**config.mk**
```make
export PLATFORM = sky130hd
export DESIGN_NAME = complement_compare_bcd_adjust
export DESIGN_NICKNAME = d
export VERILOG_FILES = /design/src/design/cbcd_pkg.sv /design/src/design/alu_if.sv /design/src/design/alu_core.sv /design/src/design/complement_compare_bcd_adjust.sv
export SDC_FILE = /design/constraint.sdc
export NUM_CORES = 1
export LEC_CHECK = 0
export BUFFER_PORTS_ARGS = -buffer_cell sky130_fd_sc_hd__buf_2
export CAP_MARGIN = 20
export CORE_ASPECT_RATIO = 1.2
export CORE_MARGIN = 8
export CORE_UTILIZATION = 45
export CTS_BUF_LIST = sky130_fd_sc_hd__clkbuf_8
export CTS_CLUSTER_SIZE = 20
export DETAILED_ROUTE_END_ITERATION = 8
export SYNTH_ARGS = -nofsm -noshare
export SYNTH_HDL_FRONTEND = slang
export SYNTH_SLANG_ARGS = --single-unit
```
**constraint.sdc**
```tcl
create_clock -name clock -period 7 [get_ports clock]
set_clock_uncertainty 0.2 [all_clocks]
set_input_delay 0.7 -clock clock [delete_from_list [all_inputs] [get_ports clock]]
set_output_delay 0.7 -clock clock [all_outputs]
set_load 0.02 [all_outputs]
```
**src/design/cbcd_pkg.sv**
```systemverilog
package cbcd_pkg;

  // Register byte offsets
  localparam logic [7:0] OFS_CMD    = 8'h00;
  localparam logic [7:0] OFS_STATUS = 8'h04;
  localparam logic [7:0] OFS_FLAGS  = 8'h08;
  localparam logic [7:0] OFS_PC     = 8'h0C;
  localparam logic [7:0] OFS_REGS   = 8'h40;
  localparam int         REG_COUNT  = 16;

  localparam logic [2:0] SIZE_WORD = 3'h2;

  // Operation codes in the command register
  localparam logic [2:0] OPC_COMPLEMENT = 3'h1;
  localparam logic [2:0] OPC_COMPARE    = 3'h2;
  localparam logic [2:0] OPC_CIJ_EQ     = 3'h3;
  localparam logic [2:0] OPC_CIJ_NE     = 3'h4;
  localparam logic [2:0] OPC_BCD        = 3'h5;

  // Command field positions
  localparam int CMD_OP_LSB  = 0;
  localparam int CMD_IND_BIT = 3;
  localparam int CMD_DST_LSB = 4;
  localparam int CMD_SRC_LSB = 8;
  localparam int CMD_OFS_LSB = 16;

  // Status bits
  localparam int STAT_BUSY  = 0;
  localparam int STAT_TAKEN = 1;

  // Flag bit positions
  localparam int FLAG_C = 7;
  localparam int FLAG_Z = 6;
  localparam int FLAG_S = 5;
  localparam int FLAG_V = 4;
  localparam int FLAG_D = 3;
  localparam int FLAG_H = 2;

  // Reset values
  localparam logic [7:0]  FLAGS_RST = 8'h00;
  localparam logic [15:0] PC_RST    = 16'h0000;
  localparam logic [7:0]  REG_RST   = 8'h00;

  // Execution lengths in clock cycles
  localparam logic [4:0] CYC_COMPLEMENT = 5'h04;
  localparam logic [4:0] CYC_COMPARE    = 5'h06;
  localparam logic [4:0] CYC_BCD        = 5'h04;
  localparam logic [4:0] CYC_JUMP_TAKEN = 5'h12;
  localparam logic [4:0] CYC_JUMP_NOT   = 5'h10;

  // Decimal adjust corrections
  localparam logic [7:0] BCD_ADD_LOW  = 8'h06;
  localparam logic [7:0] BCD_ADD_HIGH = 8'h60;
  localparam logic [7:0] BCD_ADD_BOTH = 8'h66;
  localparam logic [7:0] BCD_SUB_LOW  = 8'hFA;
  localparam logic [7:0] BCD_SUB_HIGH = 8'hA0;
  localparam logic [7:0] BCD_SUB_BOTH = 8'h9A;
  localparam logic [7:0] BCD_NONE     = 8'h00;
  localparam logic [3:0] NIBBLE_MAX   = 4'h9;

  typedef enum logic {ST_IDLE, ST_EXEC} state_type;

  function automatic logic isRegSpace(input logic [7:0] a);
    return a[7:6] == OFS_REGS[7:6];
  endfunction : isRegSpace

  function automatic logic [3:0] regIndex(input logic [7:0] a);
    return a[5:2];
  endfunction : regIndex

endpackage : cbcd_pkg

```
**src/design/alu_if.sv**
```systemverilog
`timescale 1ns/1ps
interface alu_if;
  logic [2:0] op;
  logic [7:0] dstVal;
  logic [7:0] srcVal;
  logic [7:0] flagsIn;
  logic [7:0] result;
  logic [7:0] flagsOut;
  logic       diffZero;

  modport core (input op, dstVal, srcVal, flagsIn,
                output result, flagsOut, diffZero);
  modport user (output op, dstVal, srcVal, flagsIn,
                input result, flagsOut, diffZero);
endinterface : alu_if

```
**src/design/alu_core.sv**
```systemverilog
`timescale 1ns/1ps
module alu_core (
  alu_if.core alu
);

  logic [8:0] diff9;
  logic       lowFix;
  logic       highFix;
  logic [7:0] corr;

  always_comb begin
    diff9        = {1'b0, alu.dstVal} - {1'b0, alu.srcVal};
    alu.diffZero = diff9[7:0] == 8'h00;
    alu.result   = diff9[7:0];
    alu.flagsOut = alu.flagsIn;
    lowFix       = 1'b0;
    highFix      = 1'b0;
    corr         = cbcd_pkg::BCD_NONE;
    case (alu.op)
      cbcd_pkg::OPC_COMPLEMENT: begin
        alu.result = ~alu.dstVal;
        alu.flagsOut[cbcd_pkg::FLAG_Z] = ~alu.dstVal == 8'h00;
        alu.flagsOut[cbcd_pkg::FLAG_S] = ~alu.dstVal[7];
        alu.flagsOut[cbcd_pkg::FLAG_V] = 1'b0;
      end
      cbcd_pkg::OPC_COMPARE: begin
        alu.flagsOut[cbcd_pkg::FLAG_C] = diff9[8];
        alu.flagsOut[cbcd_pkg::FLAG_Z] = diff9[7:0] == 8'h00;
        alu.flagsOut[cbcd_pkg::FLAG_S] = diff9[7];
        alu.flagsOut[cbcd_pkg::FLAG_V] = (alu.dstVal[7] != alu.srcVal[7])
            && (diff9[7] != alu.dstVal[7]);
      end
      cbcd_pkg::OPC_BCD: begin
        if (!alu.flagsIn[cbcd_pkg::FLAG_D]) begin
          lowFix  = alu.flagsIn[cbcd_pkg::FLAG_H]
                    || (alu.dstVal[3:0] > cbcd_pkg::NIBBLE_MAX);
          highFix = alu.flagsIn[cbcd_pkg::FLAG_C]
                    || (alu.dstVal[7:4] > cbcd_pkg::NIBBLE_MAX)
                    || ((alu.dstVal[7:4] >= cbcd_pkg::NIBBLE_MAX)
                        && (alu.dstVal[3:0] > cbcd_pkg::NIBBLE_MAX));
          if (lowFix && highFix) begin
            corr = cbcd_pkg::BCD_ADD_BOTH;
          end else if (highFix) begin
            corr = cbcd_pkg::BCD_ADD_HIGH;
          end else if (lowFix) begin
            corr = cbcd_pkg::BCD_ADD_LOW;
          end
          alu.flagsOut[cbcd_pkg::FLAG_C] = highFix;
        end else begin
          lowFix  = alu.flagsIn[cbcd_pkg::FLAG_H];
          highFix = alu.flagsIn[cbcd_pkg::FLAG_C];
          if (lowFix && highFix) begin
            corr = cbcd_pkg::BCD_SUB_BOTH;
          end else if (highFix) begin
            corr = cbcd_pkg::BCD_SUB_HIGH;
          end else if (lowFix) begin
            corr = cbcd_pkg::BCD_SUB_LOW;
          end
        end
        alu.result = alu.dstVal + corr;
        alu.flagsOut[cbcd_pkg::FLAG_Z] = alu.result == 8'h00;
        alu.flagsOut[cbcd_pkg::FLAG_S] = alu.result[7];
      end
      default: begin
        alu.flagsOut = alu.flagsIn;
      end
    endcase
  end

endmodule : alu_core

```
**src/design/complement_compare_bcd_adjust.sv**
```systemverilog
// Contract
// - Complement inverts destination byte, writes back
// - Complement: Z on zero, S bit7, V cleared
// - Complement destination direct or indirect through register
// - Compare subtracts, flags only, operands untouched
// - Compare sets C borrow, Z, S, V
// - Jump-on-equal adds offset when difference zero
// - Jump-on-equal increments pointer always, flags untouched
// - Jump-on-non-equal adds offset when difference nonzero
// - Jump-on-non-equal increments pointer always, flags untouched
// - Compare-jumps last 18 taken, 16 not taken
// - Relative offset is a signed byte
// - Add adjust: 06, 60, 66, carry on high
// - Subtract adjust: FA, A0, 9A, carry kept
// - Adjust defined only after valid BCD arithmetic
// - Adjust flags: C carry, Z, S bit7
//
// The AHB-Lite slave port and the placing of the registers were left to the implementer.
`timescale 1ns/1ps
module complement_compare_bcd_adjust (
  input  wire logic        clock,
  input  wire logic        reset_n,
  input  wire logic        hsel,
  input  wire logic [31:0] haddr,
  input  wire logic [1:0]  htrans,
  input  wire logic        hwrite,
  input  wire logic [2:0]  hsize,
  input  wire logic [31:0] hwdata,
  input  wire logic        hready,
  output logic             hreadyout,
  output logic [31:0]      hrdata,
  output logic             hresp
);

  logic [7:0]           regs_r [cbcd_pkg::REG_COUNT];
  logic [7:0]           flags_r;
  logic [15:0]          pc_r;
  cbcd_pkg::state_type  state_r;
  logic [4:0]           cycLeft_r;
  logic [2:0]           opc_r;
  logic [3:0]           dstAddr_r;
  logic [3:0]           ptrAddr_r;
  logic [7:0]           dstVal_r;
  logic [7:0]           srcVal_r;
  logic [7:0]           offset_r;
  logic                 taken_r;

  logic                 wrPend_r;
  logic [7:0]           wrAddr_r;
  logic                 rdPend_r;
  logic [7:0]           rdAddr_r;
  logic                 hreadyout_r;
  logic [31:0]          hrdata_r;
  logic                 hresp_r;

  logic                 addrPhase;
  logic                 busWr;
  logic                 idle;
  logic                 cmdWrite;
  logic                 commit;
  logic [2:0]           cmdOp;
  logic                 cmdInd;
  logic [3:0]           cmdDst;
  logic [3:0]           cmdSrc;
  logic [7:0]           cmdOfs;
  logic                 cmdJump;
  logic                 cmdValid;
  logic [3:0]           dstEff;
  logic [3:0]           srcEff;
  logic                 operandsEqual;
  logic                 takenNow;
  logic [4:0]           cycLoad;
  logic [15:0]          jumpTarget;
  logic                 opJump;

  alu_if alu ();

  alu_core u_alu (
    .alu (alu.core)
  );

  assign alu.op      = opc_r;
  assign alu.dstVal  = dstVal_r;
  assign alu.srcVal  = srcVal_r;
  assign alu.flagsIn = flags_r;

  assign hreadyout = hreadyout_r;
  assign hrdata    = hrdata_r;
  assign hresp     = hresp_r;

  // Bus decode
  assign addrPhase = hsel && htrans[1] && hready
                     && (hsize == cbcd_pkg::SIZE_WORD);
  assign busWr     = wrPend_r && hready;
  assign idle      = state_r == cbcd_pkg::ST_IDLE;
  assign cmdWrite  = busWr && idle && (wrAddr_r == cbcd_pkg::OFS_CMD);

  // Command fields
  assign cmdOp   = hwdata[cbcd_pkg::CMD_OP_LSB +: 3];
  assign cmdInd  = hwdata[cbcd_pkg::CMD_IND_BIT];
  assign cmdDst  = hwdata[cbcd_pkg::CMD_DST_LSB +: 4];
  assign cmdSrc  = hwdata[cbcd_pkg::CMD_SRC_LSB +: 4];
  assign cmdOfs  = hwdata[cbcd_pkg::CMD_OFS_LSB +: 8];
  assign cmdJump = (cmdOp == cbcd_pkg::OPC_CIJ_EQ)
                   || (cmdOp == cbcd_pkg::OPC_CIJ_NE);
  assign cmdValid = (cmdOp >= cbcd_pkg::OPC_COMPLEMENT)
                    && (cmdOp <= cbcd_pkg::OPC_BCD);

  // Indirect mode fetches the target index from a register
  assign dstEff = (cmdInd && !cmdJump) ? regs_r[cmdDst][3:0]
                                       : cmdDst;
  // Compare-jumps always read the source through the pointer
  assign srcEff = (cmdInd || cmdJump) ? regs_r[cmdSrc][3:0] : cmdSrc;

  assign operandsEqual = regs_r[dstEff] == regs_r[srcEff];
  assign takenNow      = (cmdOp == cbcd_pkg::OPC_CIJ_EQ)
                         ? operandsEqual
                         : !operandsEqual;

  always_comb begin
    case (cmdOp)
      cbcd_pkg::OPC_COMPLEMENT: begin
        cycLoad = cbcd_pkg::CYC_COMPLEMENT;
      end
      cbcd_pkg::OPC_COMPARE: begin
        cycLoad = cbcd_pkg::CYC_COMPARE;
      end
      cbcd_pkg::OPC_CIJ_EQ, cbcd_pkg::OPC_CIJ_NE: begin
        cycLoad = takenNow ? cbcd_pkg::CYC_JUMP_TAKEN
                           : cbcd_pkg::CYC_JUMP_NOT;
      end
      cbcd_pkg::OPC_BCD: begin
        cycLoad = cbcd_pkg::CYC_BCD;
      end
      default: begin
        cycLoad = 5'h01;
      end
    endcase
  end

  assign commit = (state_r == cbcd_pkg::ST_EXEC) && (cycLeft_r == 5'h00);
  assign opJump = (opc_r == cbcd_pkg::OPC_CIJ_EQ)
                  || (opc_r == cbcd_pkg::OPC_CIJ_NE);
  assign jumpTarget = pc_r + {{8{offset_r[7]}}, offset_r};

  // Sequencing of one operation
  always_ff @(posedge clock or negedge reset_n) begin
    if (!reset_n) begin
      state_r   <= cbcd_pkg::ST_IDLE;
      cycLeft_r <= 5'h00;
    end else begin
      case (state_r)
        cbcd_pkg::ST_IDLE: begin
          if (cmdWrite && cmdValid) begin
            state_r   <= cbcd_pkg::ST_EXEC;
            cycLeft_r <= cycLoad - 5'h01;
          end
        end
        cbcd_pkg::ST_EXEC: begin
          if (commit) begin
            state_r <= cbcd_pkg::ST_IDLE;
          end else begin
            cycLeft_r <= cycLeft_r - 5'h01;
          end
        end
        default: begin
          state_r <= cbcd_pkg::ST_IDLE;
        end
      endcase
    end
  end

  // Operand capture at command acceptance
  always_ff @(posedge clock or negedge reset_n) begin
    if (!reset_n) begin
      opc_r     <= 3'h0;
      dstAddr_r <= 4'h0;
      ptrAddr_r <= 4'h0;
      dstVal_r  <= 8'h00;
      srcVal_r  <= 8'h00;
      offset_r  <= 8'h00;
      taken_r   <= 1'b0;
    end else if (cmdWrite && cmdValid) begin
      opc_r     <= cmdOp;
      dstAddr_r <= dstEff;
      ptrAddr_r <= cmdSrc;
      dstVal_r  <= regs_r[dstEff];
      srcVal_r  <= regs_r[srcEff];
      offset_r  <= cmdOfs;
      taken_r   <= cmdJump && takenNow;
    end
  end

  // Register file: bus writes when idle, results at commit
  always_ff @(posedge clock or negedge reset_n) begin
    if (!reset_n) begin
      for (int i = 0; i < cbcd_pkg::REG_COUNT; i++) begin
        regs_r[i] <= cbcd_pkg::REG_RST;
      end
    end else if (commit) begin
      case (opc_r)
        cbcd_pkg::OPC_COMPLEMENT, cbcd_pkg::OPC_BCD: begin
          regs_r[dstAddr_r] <= alu.result;
        end
        cbcd_pkg::OPC_CIJ_EQ, cbcd_pkg::OPC_CIJ_NE: begin
          regs_r[ptrAddr_r] <= regs_r[ptrAddr_r] + 8'h01;
        end
        default: begin
          // Compare leaves every register alone
        end
      endcase
    end else if (busWr && idle && cbcd_pkg::isRegSpace(wrAddr_r)) begin
      regs_r[cbcd_pkg::regIndex(wrAddr_r)] <= hwdata[7:0];
    end
  end

  // Flags: updated at commit except on compare-jumps, on the same edge that busy falls
  always_ff @(posedge clock or negedge reset_n) begin
    if (!reset_n) begin
      flags_r <= cbcd_pkg::FLAGS_RST;
    end else if (commit) begin
      if (!opJump) begin
        flags_r <= alu.flagsOut;
      end
    end else if (busWr && idle && (wrAddr_r == cbcd_pkg::OFS_FLAGS)) begin
      flags_r <= hwdata[7:0];
    end
  end

  // Program counter holds the reference address of the next operation
  always_ff @(posedge clock or negedge reset_n) begin
    if (!reset_n) begin
      pc_r <= cbcd_pkg::PC_RST;
    end else if (commit) begin
      if (opJump
          && (alu.diffZero == (opc_r == cbcd_pkg::OPC_CIJ_EQ))) begin
        pc_r <= jumpTarget;
      end
    end else if (busWr && idle && (wrAddr_r == cbcd_pkg::OFS_PC)) begin
      pc_r <= hwdata[15:0];
    end
  end

  // Bus pipeline: writes zero-wait, reads one wait state
  always_ff @(posedge clock or negedge reset_n) begin
    if (!reset_n) begin
      wrPend_r    <= 1'b0;
      wrAddr_r    <= 8'h00;
      rdPend_r    <= 1'b0;
      rdAddr_r    <= 8'h00;
      hreadyout_r <= 1'b1;
    end else begin
      if (hready) begin
        wrPend_r <= addrPhase && hwrite;
        rdPend_r <= addrPhase && !hwrite;
        if (addrPhase) begin
          wrAddr_r <= haddr[7:0];
          rdAddr_r <= haddr[7:0];
        end
        hreadyout_r <= !(addrPhase && !hwrite);
      end else if (rdPend_r) begin
        rdPend_r    <= 1'b0;
        hreadyout_r <= 1'b1;
      end
    end
  end

  always_ff @(posedge clock or negedge reset_n) begin
    if (!reset_n) begin
      hrdata_r <= 32'h0000_0000;
    end else if (rdPend_r && !hready) begin
      hrdata_r <= 32'h0000_0000;
      if (cbcd_pkg::isRegSpace(rdAddr_r)) begin
        hrdata_r[7:0] <= regs_r[cbcd_pkg::regIndex(rdAddr_r)];
      end else begin
        case (rdAddr_r)
          cbcd_pkg::OFS_STATUS: begin
            hrdata_r[cbcd_pkg::STAT_BUSY]  <= !idle;
            hrdata_r[cbcd_pkg::STAT_TAKEN] <= taken_r;
          end
          cbcd_pkg::OFS_FLAGS: begin
            hrdata_r[7:0] <= flags_r;
          end
          cbcd_pkg::OFS_PC: begin
            hrdata_r[15:0] <= pc_r;
          end
          default: begin
            hrdata_r <= 32'h0000_0000;
          end
        endcase
      end
    end
  end

  always_ff @(posedge clock or negedge reset_n) begin
    if (!reset_n) begin
      hresp_r <= 1'b0;
    end else begin
      hresp_r <= 1'b0;
    end
  end

endmodule : complement_compare_bcd_adjust

```
Word level (Yosys, flattened, before mapping)
Index checks and enable logic that the tools add are counted.
{"block": "word_totals", "out_inout_bits": 34, "reg_bits": 237, "latchBits": 0, "n_memories": 0, "word_cells": 220, "ram_bits": 0, "mem_bits_ro": 0, "in_bits": 74}
{"block": "op_classes", "order_cmp": 15, "muxes": 68, "bitwise_logic": 11, "n_shift": 0, "reduce_logical": 57, "eq_ne": 28, "n_addsub": 6, "multipliers": 0, "div_mod_pow": 0}
{"cell": "$bwmux W128", "count": 3}
{"cell": "$mux W128", "count": 2}
{"cell": "$pmux W128 S2", "count": 1}
{"cell": "$bmux W8 S4", "count": 6}
{"cell": "$mux W8", "count": 24}
{"cell": "$demux W8 S4", "count": 3}
{"cell": "$mux W16", "count": 3}
{"cell": "$ge A5 B5 Y1 const B", "count": 7}
{"cell": "$not A4 Y5", "count": 7}
{"cell": "$logic_not A8 Y1", "count": 4}
{"cell": "$logic_and A1 B1 Y1", "count": 25}
{"cell": "$mux W4", "count": 6}
{"cell": "$add A16 B16 Y16", "count": 1}
{"cell": "$eq A8 B4 Y1 const B", "count": 2}
{"cell": "$pmux W8 S2", "count": 1}
{"cell": "$eq A3 B2 Y1 const B", "count": 5}
{"cell": "$lt A5 B1 Y1 const B", "count": 3}
{"cell": "$pmux W5 S3", "count": 1}
{"cell": "$eq A3 B3 Y1 const B", "count": 4}
{"cell": "$pmux W2 S3", "count": 2}
{"cell": "$pmux W6 S2", "count": 1}
{"cell": "$mux W5", "count": 2}
{"cell": "$pmux W5 S2", "count": 1}
{"cell": "$reduce_and A2 Y1", "count": 5}
{"cell": "other kinds (32)", "count": 66}

Depth between registers and ports, before layout
{"block": "logic_depth", "depth_word": 17, "depth_mapped": 22, "depth_no_buf": 17}

Cells and area by module
From an unflattened synthesis, not the netlist that was laid out.
{"block": "hier_totals", "hier_cells": 2138, "area_unflattened_um2": 18627.9}
{"mod": "complement_compare_bcd_adjust", "cells_each": 1979, "n_inst": 1, "area_per_inst_um2": 17596.9, "seq_area_each_um2": 5531.6}
{"mod": "alu_core", "cells_each": 159, "n_inst": 1, "area_per_inst_um2": 1031.0, "seq_area_each_um2": 0.0}

Worst setup path after synthesis
Ideal clock, no wire load.
{"block": "synth_path", "path_type": "input to register", "startpoint": "input hwdata[1]", "endpoint": "register cycLeft_r[4]", "setup_time_ns": 0.104, "required_time_ns": 6.696, "path_stages": 19, "n_path_buf": 4, "path_slack_ns": 1.888, "t_arrival_ns": 4.808, "cell_sequence": "buf_2 and3b_1 buf_2 or4_4 o32a_1 nand2_2 buf_6 buf_4 a211oi_1 o311ai_0 xor2_1 or4_4 o21ai_0 o21ai_0 o21ai_0 ha_1 nand3_1 xor2_1 a221oi_1"}
{"block": "synth_via", "elab_chain_cells": 17, "word_cells_on_any_way": 35, "classes_between": "1 x add/sub; 2 x order compare; 7 x eq/ne; 13 x mux; 2 x bitwise; 10 x reduce/logical"}
{"element": "start: declaration", "line_no": "complement_compare_bcd_adjust.sv:28", "source": "input wire logic [31:0] hwdata,"}
{"element": "$eq A3 B2 Y1 or $eq A3 B3 Y1 (tied branches)"}
{"element": "$logic_or A1 B1 Y1", "line_no": "complement_compare_bcd_adjust.sv:105", "source": "|| (cmdOp == cbcd_pkg::OPC_CIJ_NE);"}
{"element": "$logic_not A1 Y1", "line_no": "complement_compare_bcd_adjust.sv:110", "source": "assign dstEff = (cmdInd && !cmdJump) ? regs_r[cmdDst][3:0]"}
{"element": "$logic_and A1 B1 Y1", "line_no": "complement_compare_bcd_adjust.sv:110"}
{"element": "$mux W4", "line_no": "complement_compare_bcd_adjust.sv:110"}
{"element": "$not A4 Y5 (implied by the code)", "line_no": "complement_compare_bcd_adjust.sv:115", "source": "assign operandsEqual = regs_r[dstEff] == regs_r[srcEff];"}
{"element": "$bmux W8 S4", "line_no": "complement_compare_bcd_adjust.sv:115"}
{"element": "$mux W8 (implied by the code) (2 in series)", "line_no": "complement_compare_bcd_adjust.sv:115"}
{"element": "$eq A8 B8 Y1", "line_no": "complement_compare_bcd_adjust.sv:115"}
{"element": "$logic_not A1 Y1", "line_no": "complement_compare_bcd_adjust.sv:118", "source": ": !operandsEqual;"}
{"element": "$mux W1", "line_no": "complement_compare_bcd_adjust.sv:117", "source": "? operandsEqual"}
{"element": "$mux W2", "line_no": "complement_compare_bcd_adjust.sv:129", "source": "cycLoad = takenNow ? cbcd_pkg::CYC_JUMP_TAKEN"}
{"element": "$pmux W5 S3", "line_no": "complement_compare_bcd_adjust.sv:121", "source": "case (cmdOp)"}
{"element": "$sub A5 B1 Y5", "line_no": "complement_compare_bcd_adjust.sv:156", "source": "cycLeft_r <= cycLoad - 5'h01;"}
{"element": "$mux W5", "line_no": "complement_compare_bcd_adjust.sv:154", "source": "if (cmdWrite && cmdValid) begin"}
{"element": "$pmux W5 S2", "line_no": "complement_compare_bcd_adjust.sv:152", "source": "case (state_r)"}
{"element": "end signal: assignment", "line_no": "complement_compare_bcd_adjust.sv:156"}
{"element": "end signal: assignment", "line_no": "complement_compare_bcd_adjust.sv:163", "source": "cycLeft_r <= cycLeft_r - 5'h01;"}
{"element": "end: declaration", "line_no": "complement_compare_bcd_adjust.sv:39", "source": "logic [4:0] cycLeft_r;"}
Several ways; a longest one is shown, not always the timed one. The select of a mux whose other input is x is not followed.
A chain may end at the register's enable or synchronous reset.

Worst setup path after layout
{"block": "layout_path", "startpoint": "input hwdata[4]", "endpoint": "register cycLeft_r[4]"}
{"block": "layout_via", "elab_chain_cells": 17}
{"element": "$not A4 Y5 (implied by the code)", "line_no": "complement_compare_bcd_adjust.sv:110"}
{"element": "$bmux W8 S4", "line_no": "complement_compare_bcd_adjust.sv:110"}
{"element": "$mux W4 (implied by the code) (2 in series)", "line_no": "complement_compare_bcd_adjust.sv:110"}
{"element": "$mux W4 *", "line_no": "complement_compare_bcd_adjust.sv:110"}
{"element": "$not A4 Y5 (implied by the code) *", "line_no": "complement_compare_bcd_adjust.sv:115"}
{"element": "$bmux W8 S4 *", "line_no": "complement_compare_bcd_adjust.sv:115"}
{"element": "$mux W8 (implied by the code) * (2 in series)", "line_no": "complement_compare_bcd_adjust.sv:115"}
{"element": "$eq A8 B8 Y1 *", "line_no": "complement_compare_bcd_adjust.sv:115"}
{"element": "$logic_not A1 Y1", "line_no": "complement_compare_bcd_adjust.sv:118"}
{"element": "$mux W1 *", "line_no": "complement_compare_bcd_adjust.sv:117"}
{"element": "$mux W2 *", "line_no": "complement_compare_bcd_adjust.sv:129"}
{"element": "$pmux W5 S3 *", "line_no": "complement_compare_bcd_adjust.sv:121"}
{"element": "$sub A5 B1 Y5 *", "line_no": "complement_compare_bcd_adjust.sv:156"}
{"element": "$mux W5 *", "line_no": "complement_compare_bcd_adjust.sv:154"}
{"element": "$pmux W5 S2 *", "line_no": "complement_compare_bcd_adjust.sv:152"}
Every way passes the cells marked *; elsewhere a longest branch is shown, timed or not. The select of a mux whose other input is x is not followed.

==> results.json <==
{
  "area_delta_synth_final_pct": 8.098,
  "p_sw_w": 0.002038,
  "end_kind": "register",
  "final_layout_size_suffix_gt1_frac": 0.1586,
  "firstDrtPassIters": 6,
  "status": "completed",
  "ant_nets": 0,
  "share_comb_of_total_power": 0.382,
  "cts.sinks": 221,
  "multi_input_area_sq_mm": 0.01218,
  "grt_overflow": 0,
  "dpl.hpwl_mm": 58.54,
  "synth_top_cell_area_share": 0.2935,
  "die-area_sq_mm": 0.04850,
  "drv_cap": 0,
  "p_leak_nw": 8.196,
  "viasPerCell": 6.842,
  "crit_type": "in2reg",
  "coreArea_sq_mm": 0.04145,
  "ys_types": 82,
  "numCtsBuffers": 43,
  "synth-edff-count": 0,
  "route.detailed.drc": 0,
  "switching_share": 0.4175,
  "peakVddDrop_mv": 0.1511,
  "nNetsFinal": 2287,
  "seq_power_share": 0.333,
  "cts_tree": "done",
  "syn_inst": 2204,
  "netlist_area_sq_mm": 0.01876,
  "hold_class": "in2reg",
  "insertion_delay_ps": 640,
  "maxSlewHeadroom": 0.2132,
  "die_x_um": 202.4,
  "grt_antenna_before_repair": 0,
  "cellPowerDensity_mw_per_mm2": 240.8,
  "finalWeightedCongestion": 0.9927,
  "seq_area_frac_synth": 0.2949,
  "yosysMostFrequentCell": "nor2_1",
  "io_buffer_count": 57,
  "initial_core_util": 0.4525,
  "drv_slew": 0,
  "setup_tns_ps": 0,
  "worst_slew_pin_slew_ps": 1180,
  "register_area_sq_mm": 0.005535,
  "grt_max_degree": 164,
  "postSynthAreaPerCell_sq_um": 8.510,
  "pin_count": 108,
  "worstPathRequired_ps": 7310,
  "timing.final.crit_share": 0.8103,
  "wire_per_inst_um": 28.87,
  "ys_ff_latch": 221,
  "drtIter0Drc": 1954,
  "synth_flop_cell": "dfrtp_1",
  "yosys.area.top_type": "dfrtp_1",
  "synth_area_leaders": "dfrtp_1 29%, mux4_2 12%, nor2_1 6.4%",
  "grt_pass1_vias": 18452,
  "cts.repair.resized": 0,
  "wl_mm": 79.48,
  "row_count": 82,
  "ys_warn_count": 0,
  "ys_async_sr_fraction": 1.000,
  "routed-via-count": 18837,
  "path_clk_slew_ps": 60,
  "rsz0062_at_grt": "false",
  "cp-start-kind": "input port",
  "ctsLongestPathBuffers": 3,
  "nFillCells": 4087,
  "synthTopCellsByCount": "318 x nor2_1, 246 x nand2_1, 220 x dfrtp_1, 212 x a21oi_1, 137 x clkbuf_1",
  "grt_pass1_wl_mm": 118.6,
  "worstPathArrival_ps": 5980,
  "fmax_mhz": 176.3,
  "num_antenna_cells": 0,
  "min_period_ps": 5672,
  "h-tree-depth": 2,
  "p_clk_frac": 0.285,
  "crit_fanout": 25,
  "cts_root_buffer": "clkbuf_8",
  "final-setup-viol-count": 0,
  "finalHoldViolations": 0,
  "die_h_um": 239.6,
  "grt_use_total": 0.3209,
  "p_int_w": 0.002843,
  "timing.hold.ws_ps": 60.09
}
==> flip-flops by register name, indices dropped and copies added (netlist names) <==
| signal | flops |
|---|---|
| regs_r | 128 |
| hrdata | 16 |
| pc_r | 16 |
| alu.dstVal | 8 |
| alu.flagsIn | 8 |
| alu.srcVal | 8 |
| offset_r | 8 |
| rdAddr_r | 8 |
| cycLeft_r | 5 |
| dstAddr_r | 4 |
| ptrAddr_r | 4 |
| alu.op | 3 |
| hreadyout | 1 |
| rdPend_r | 1 |
| state_r | 1 |
| taken_r | 1 |
| wrPend_r | 1 |
==> power groups by stage <==
stage	Sequential [W]	Combinational (W)	Clock, W
final	0.00163	0.00187	0.00139
after global routing	0.00164	0.00199	0.00147
after global placement	0.00163	0.00180	0
after floorplan	0.00151	0.00129	0
after CTS	0.00161	0.00183	0.00141
after detailed placement	0.00163	0.00182	0
==> cells in the final DEF (no fill, tap or decap), types with 30 or more instances in the layout <==
cell type  netlist  layout
nor2_1         318     317
nand2_1        246     246
dfrtp_1        220     217
a21oi_1        212     208
o21ai_0        112     112
mux4_2         102     102
o221ai_1        87      87
inv_1           50      63
mux2i_1         60      60
a211oi_1        59      59
buf_2           21      57
clkbuf_8         0      54
buf_4           26      54
nand3_1         39      39
o22ai_1         36      36
mux2_2          35      35
ha_1            34      34
a31oi_1         33      33
and3_1          30      30
==> worst max-delay path, stage by stage <==
cell      delay (ps)
buf_2            550
mux4_2           590
mux2_2           300
o221ai_1         160
buf_4            260
or2_0            570
o221ai_1         230
o311ai_0         680
xor2_1           140
or4_4            460
o21ai_0          230
o21ai_0          120
o21ai_0          180
ha_1             210
nand3_1          120
xor2_1           170
a221oi_1         290
==> metrics by stage <==
| stage | setup WS [ps] | total power, W | util | instance area, sq um | cells |
|---|---|---|---|---|---|
| 3_5_place_dp | 809.7 | 0.003452 | 0.4672 | 19370 | 2675 |
| 2_1_floorplan | 1888 | 0.002800 | - | 18820 | 2220 |
| 4_1_cts | 1422 | 0.004852 | 0.4890 | 20270 | 2752 |
| 6_report | 1328 | 0.004882 | 0.4892 | 20280 | 2753 |
| 3_3_place_gp | 807.7 | 0.003428 | 0.4671 | 19360 | 2674 |
| 5_1_grt | 1020 | 0.005097 | 0.4892 | 20280 | 2753 |
==> repair_timing <==
item / CTS / global route
buffers inserted: 0 / 0
hold buffers: 1 / 0
endpoints found under the hold margin: 57 / 0
==> final timing paths <==
| kind | start | endpoint | slack [ps] | depth (start not counted) |
|---|---|---|---|---|
| worst max-delay path | hwdata[4] | cycLeft_r[4]$_DFFE_PN0P_ | 1330 | 17 |
| worst min-delay path | hwrite | rdPend_r$_DFF_PN0_ | 60 | 2 |
| worst max register to register | regs_r[65]$_DFFE_PN0P_ | cycLeft_r[4]$_DFFE_PN0P_ | 1470 | 16 |
| worst min register to register | hrdata[2]$_DFFE_PN0P_ | hrdata[2]$_DFFE_PN0P_ | 270 | 2 |
| max in group asynchronous | reset_n | regs_r[112]$_DFFE_PN0P_ | 4870 | 3 |
| min in group asynchronous | reset_n | rdPend_r$_DFF_PN0_ | 400 | 2 |
==> metal layers <==
metal | part of all wire | wire length (um) | GRT usage
met1 | 0.37 | 29050 | 0.3857
met2 | 0.47 | 37660 | 0.5235
met3 | 0.10 | 8010 | 0.07630
met4 | 0.060 | 4765 | 0.1819
met5 | 0 | 0 | 0
==> cells by family after synthesis <==
logic type | Yosys count | synth area share
AO/OA/AOI/OAI | 689 | 0.2439
XOR/XNOR | 38 | 0.01774
adder cells (fa/ha/maj) | 37 | 0.02588
buffers and inverters | 257 | 0.06210
flip-flops | 221 | 0.2949
multiplexers | 197 | 0.1755
other | 1 | 0.0001999
AND/OR/NAND/NOR | 764 | 0.1798
==> area by class of cell <==
cell class	count	area share
clock buffers	54	0.03666
clock inverters	22	0.007405
inverters	51	0.009442
multi-input cells	1742	0.6006
flip-flops and latches	221	0.2730
well taps	546	0.03369
repair buffers	117	0.03925
Note: power is estimated with default switching activity, not from simulation.
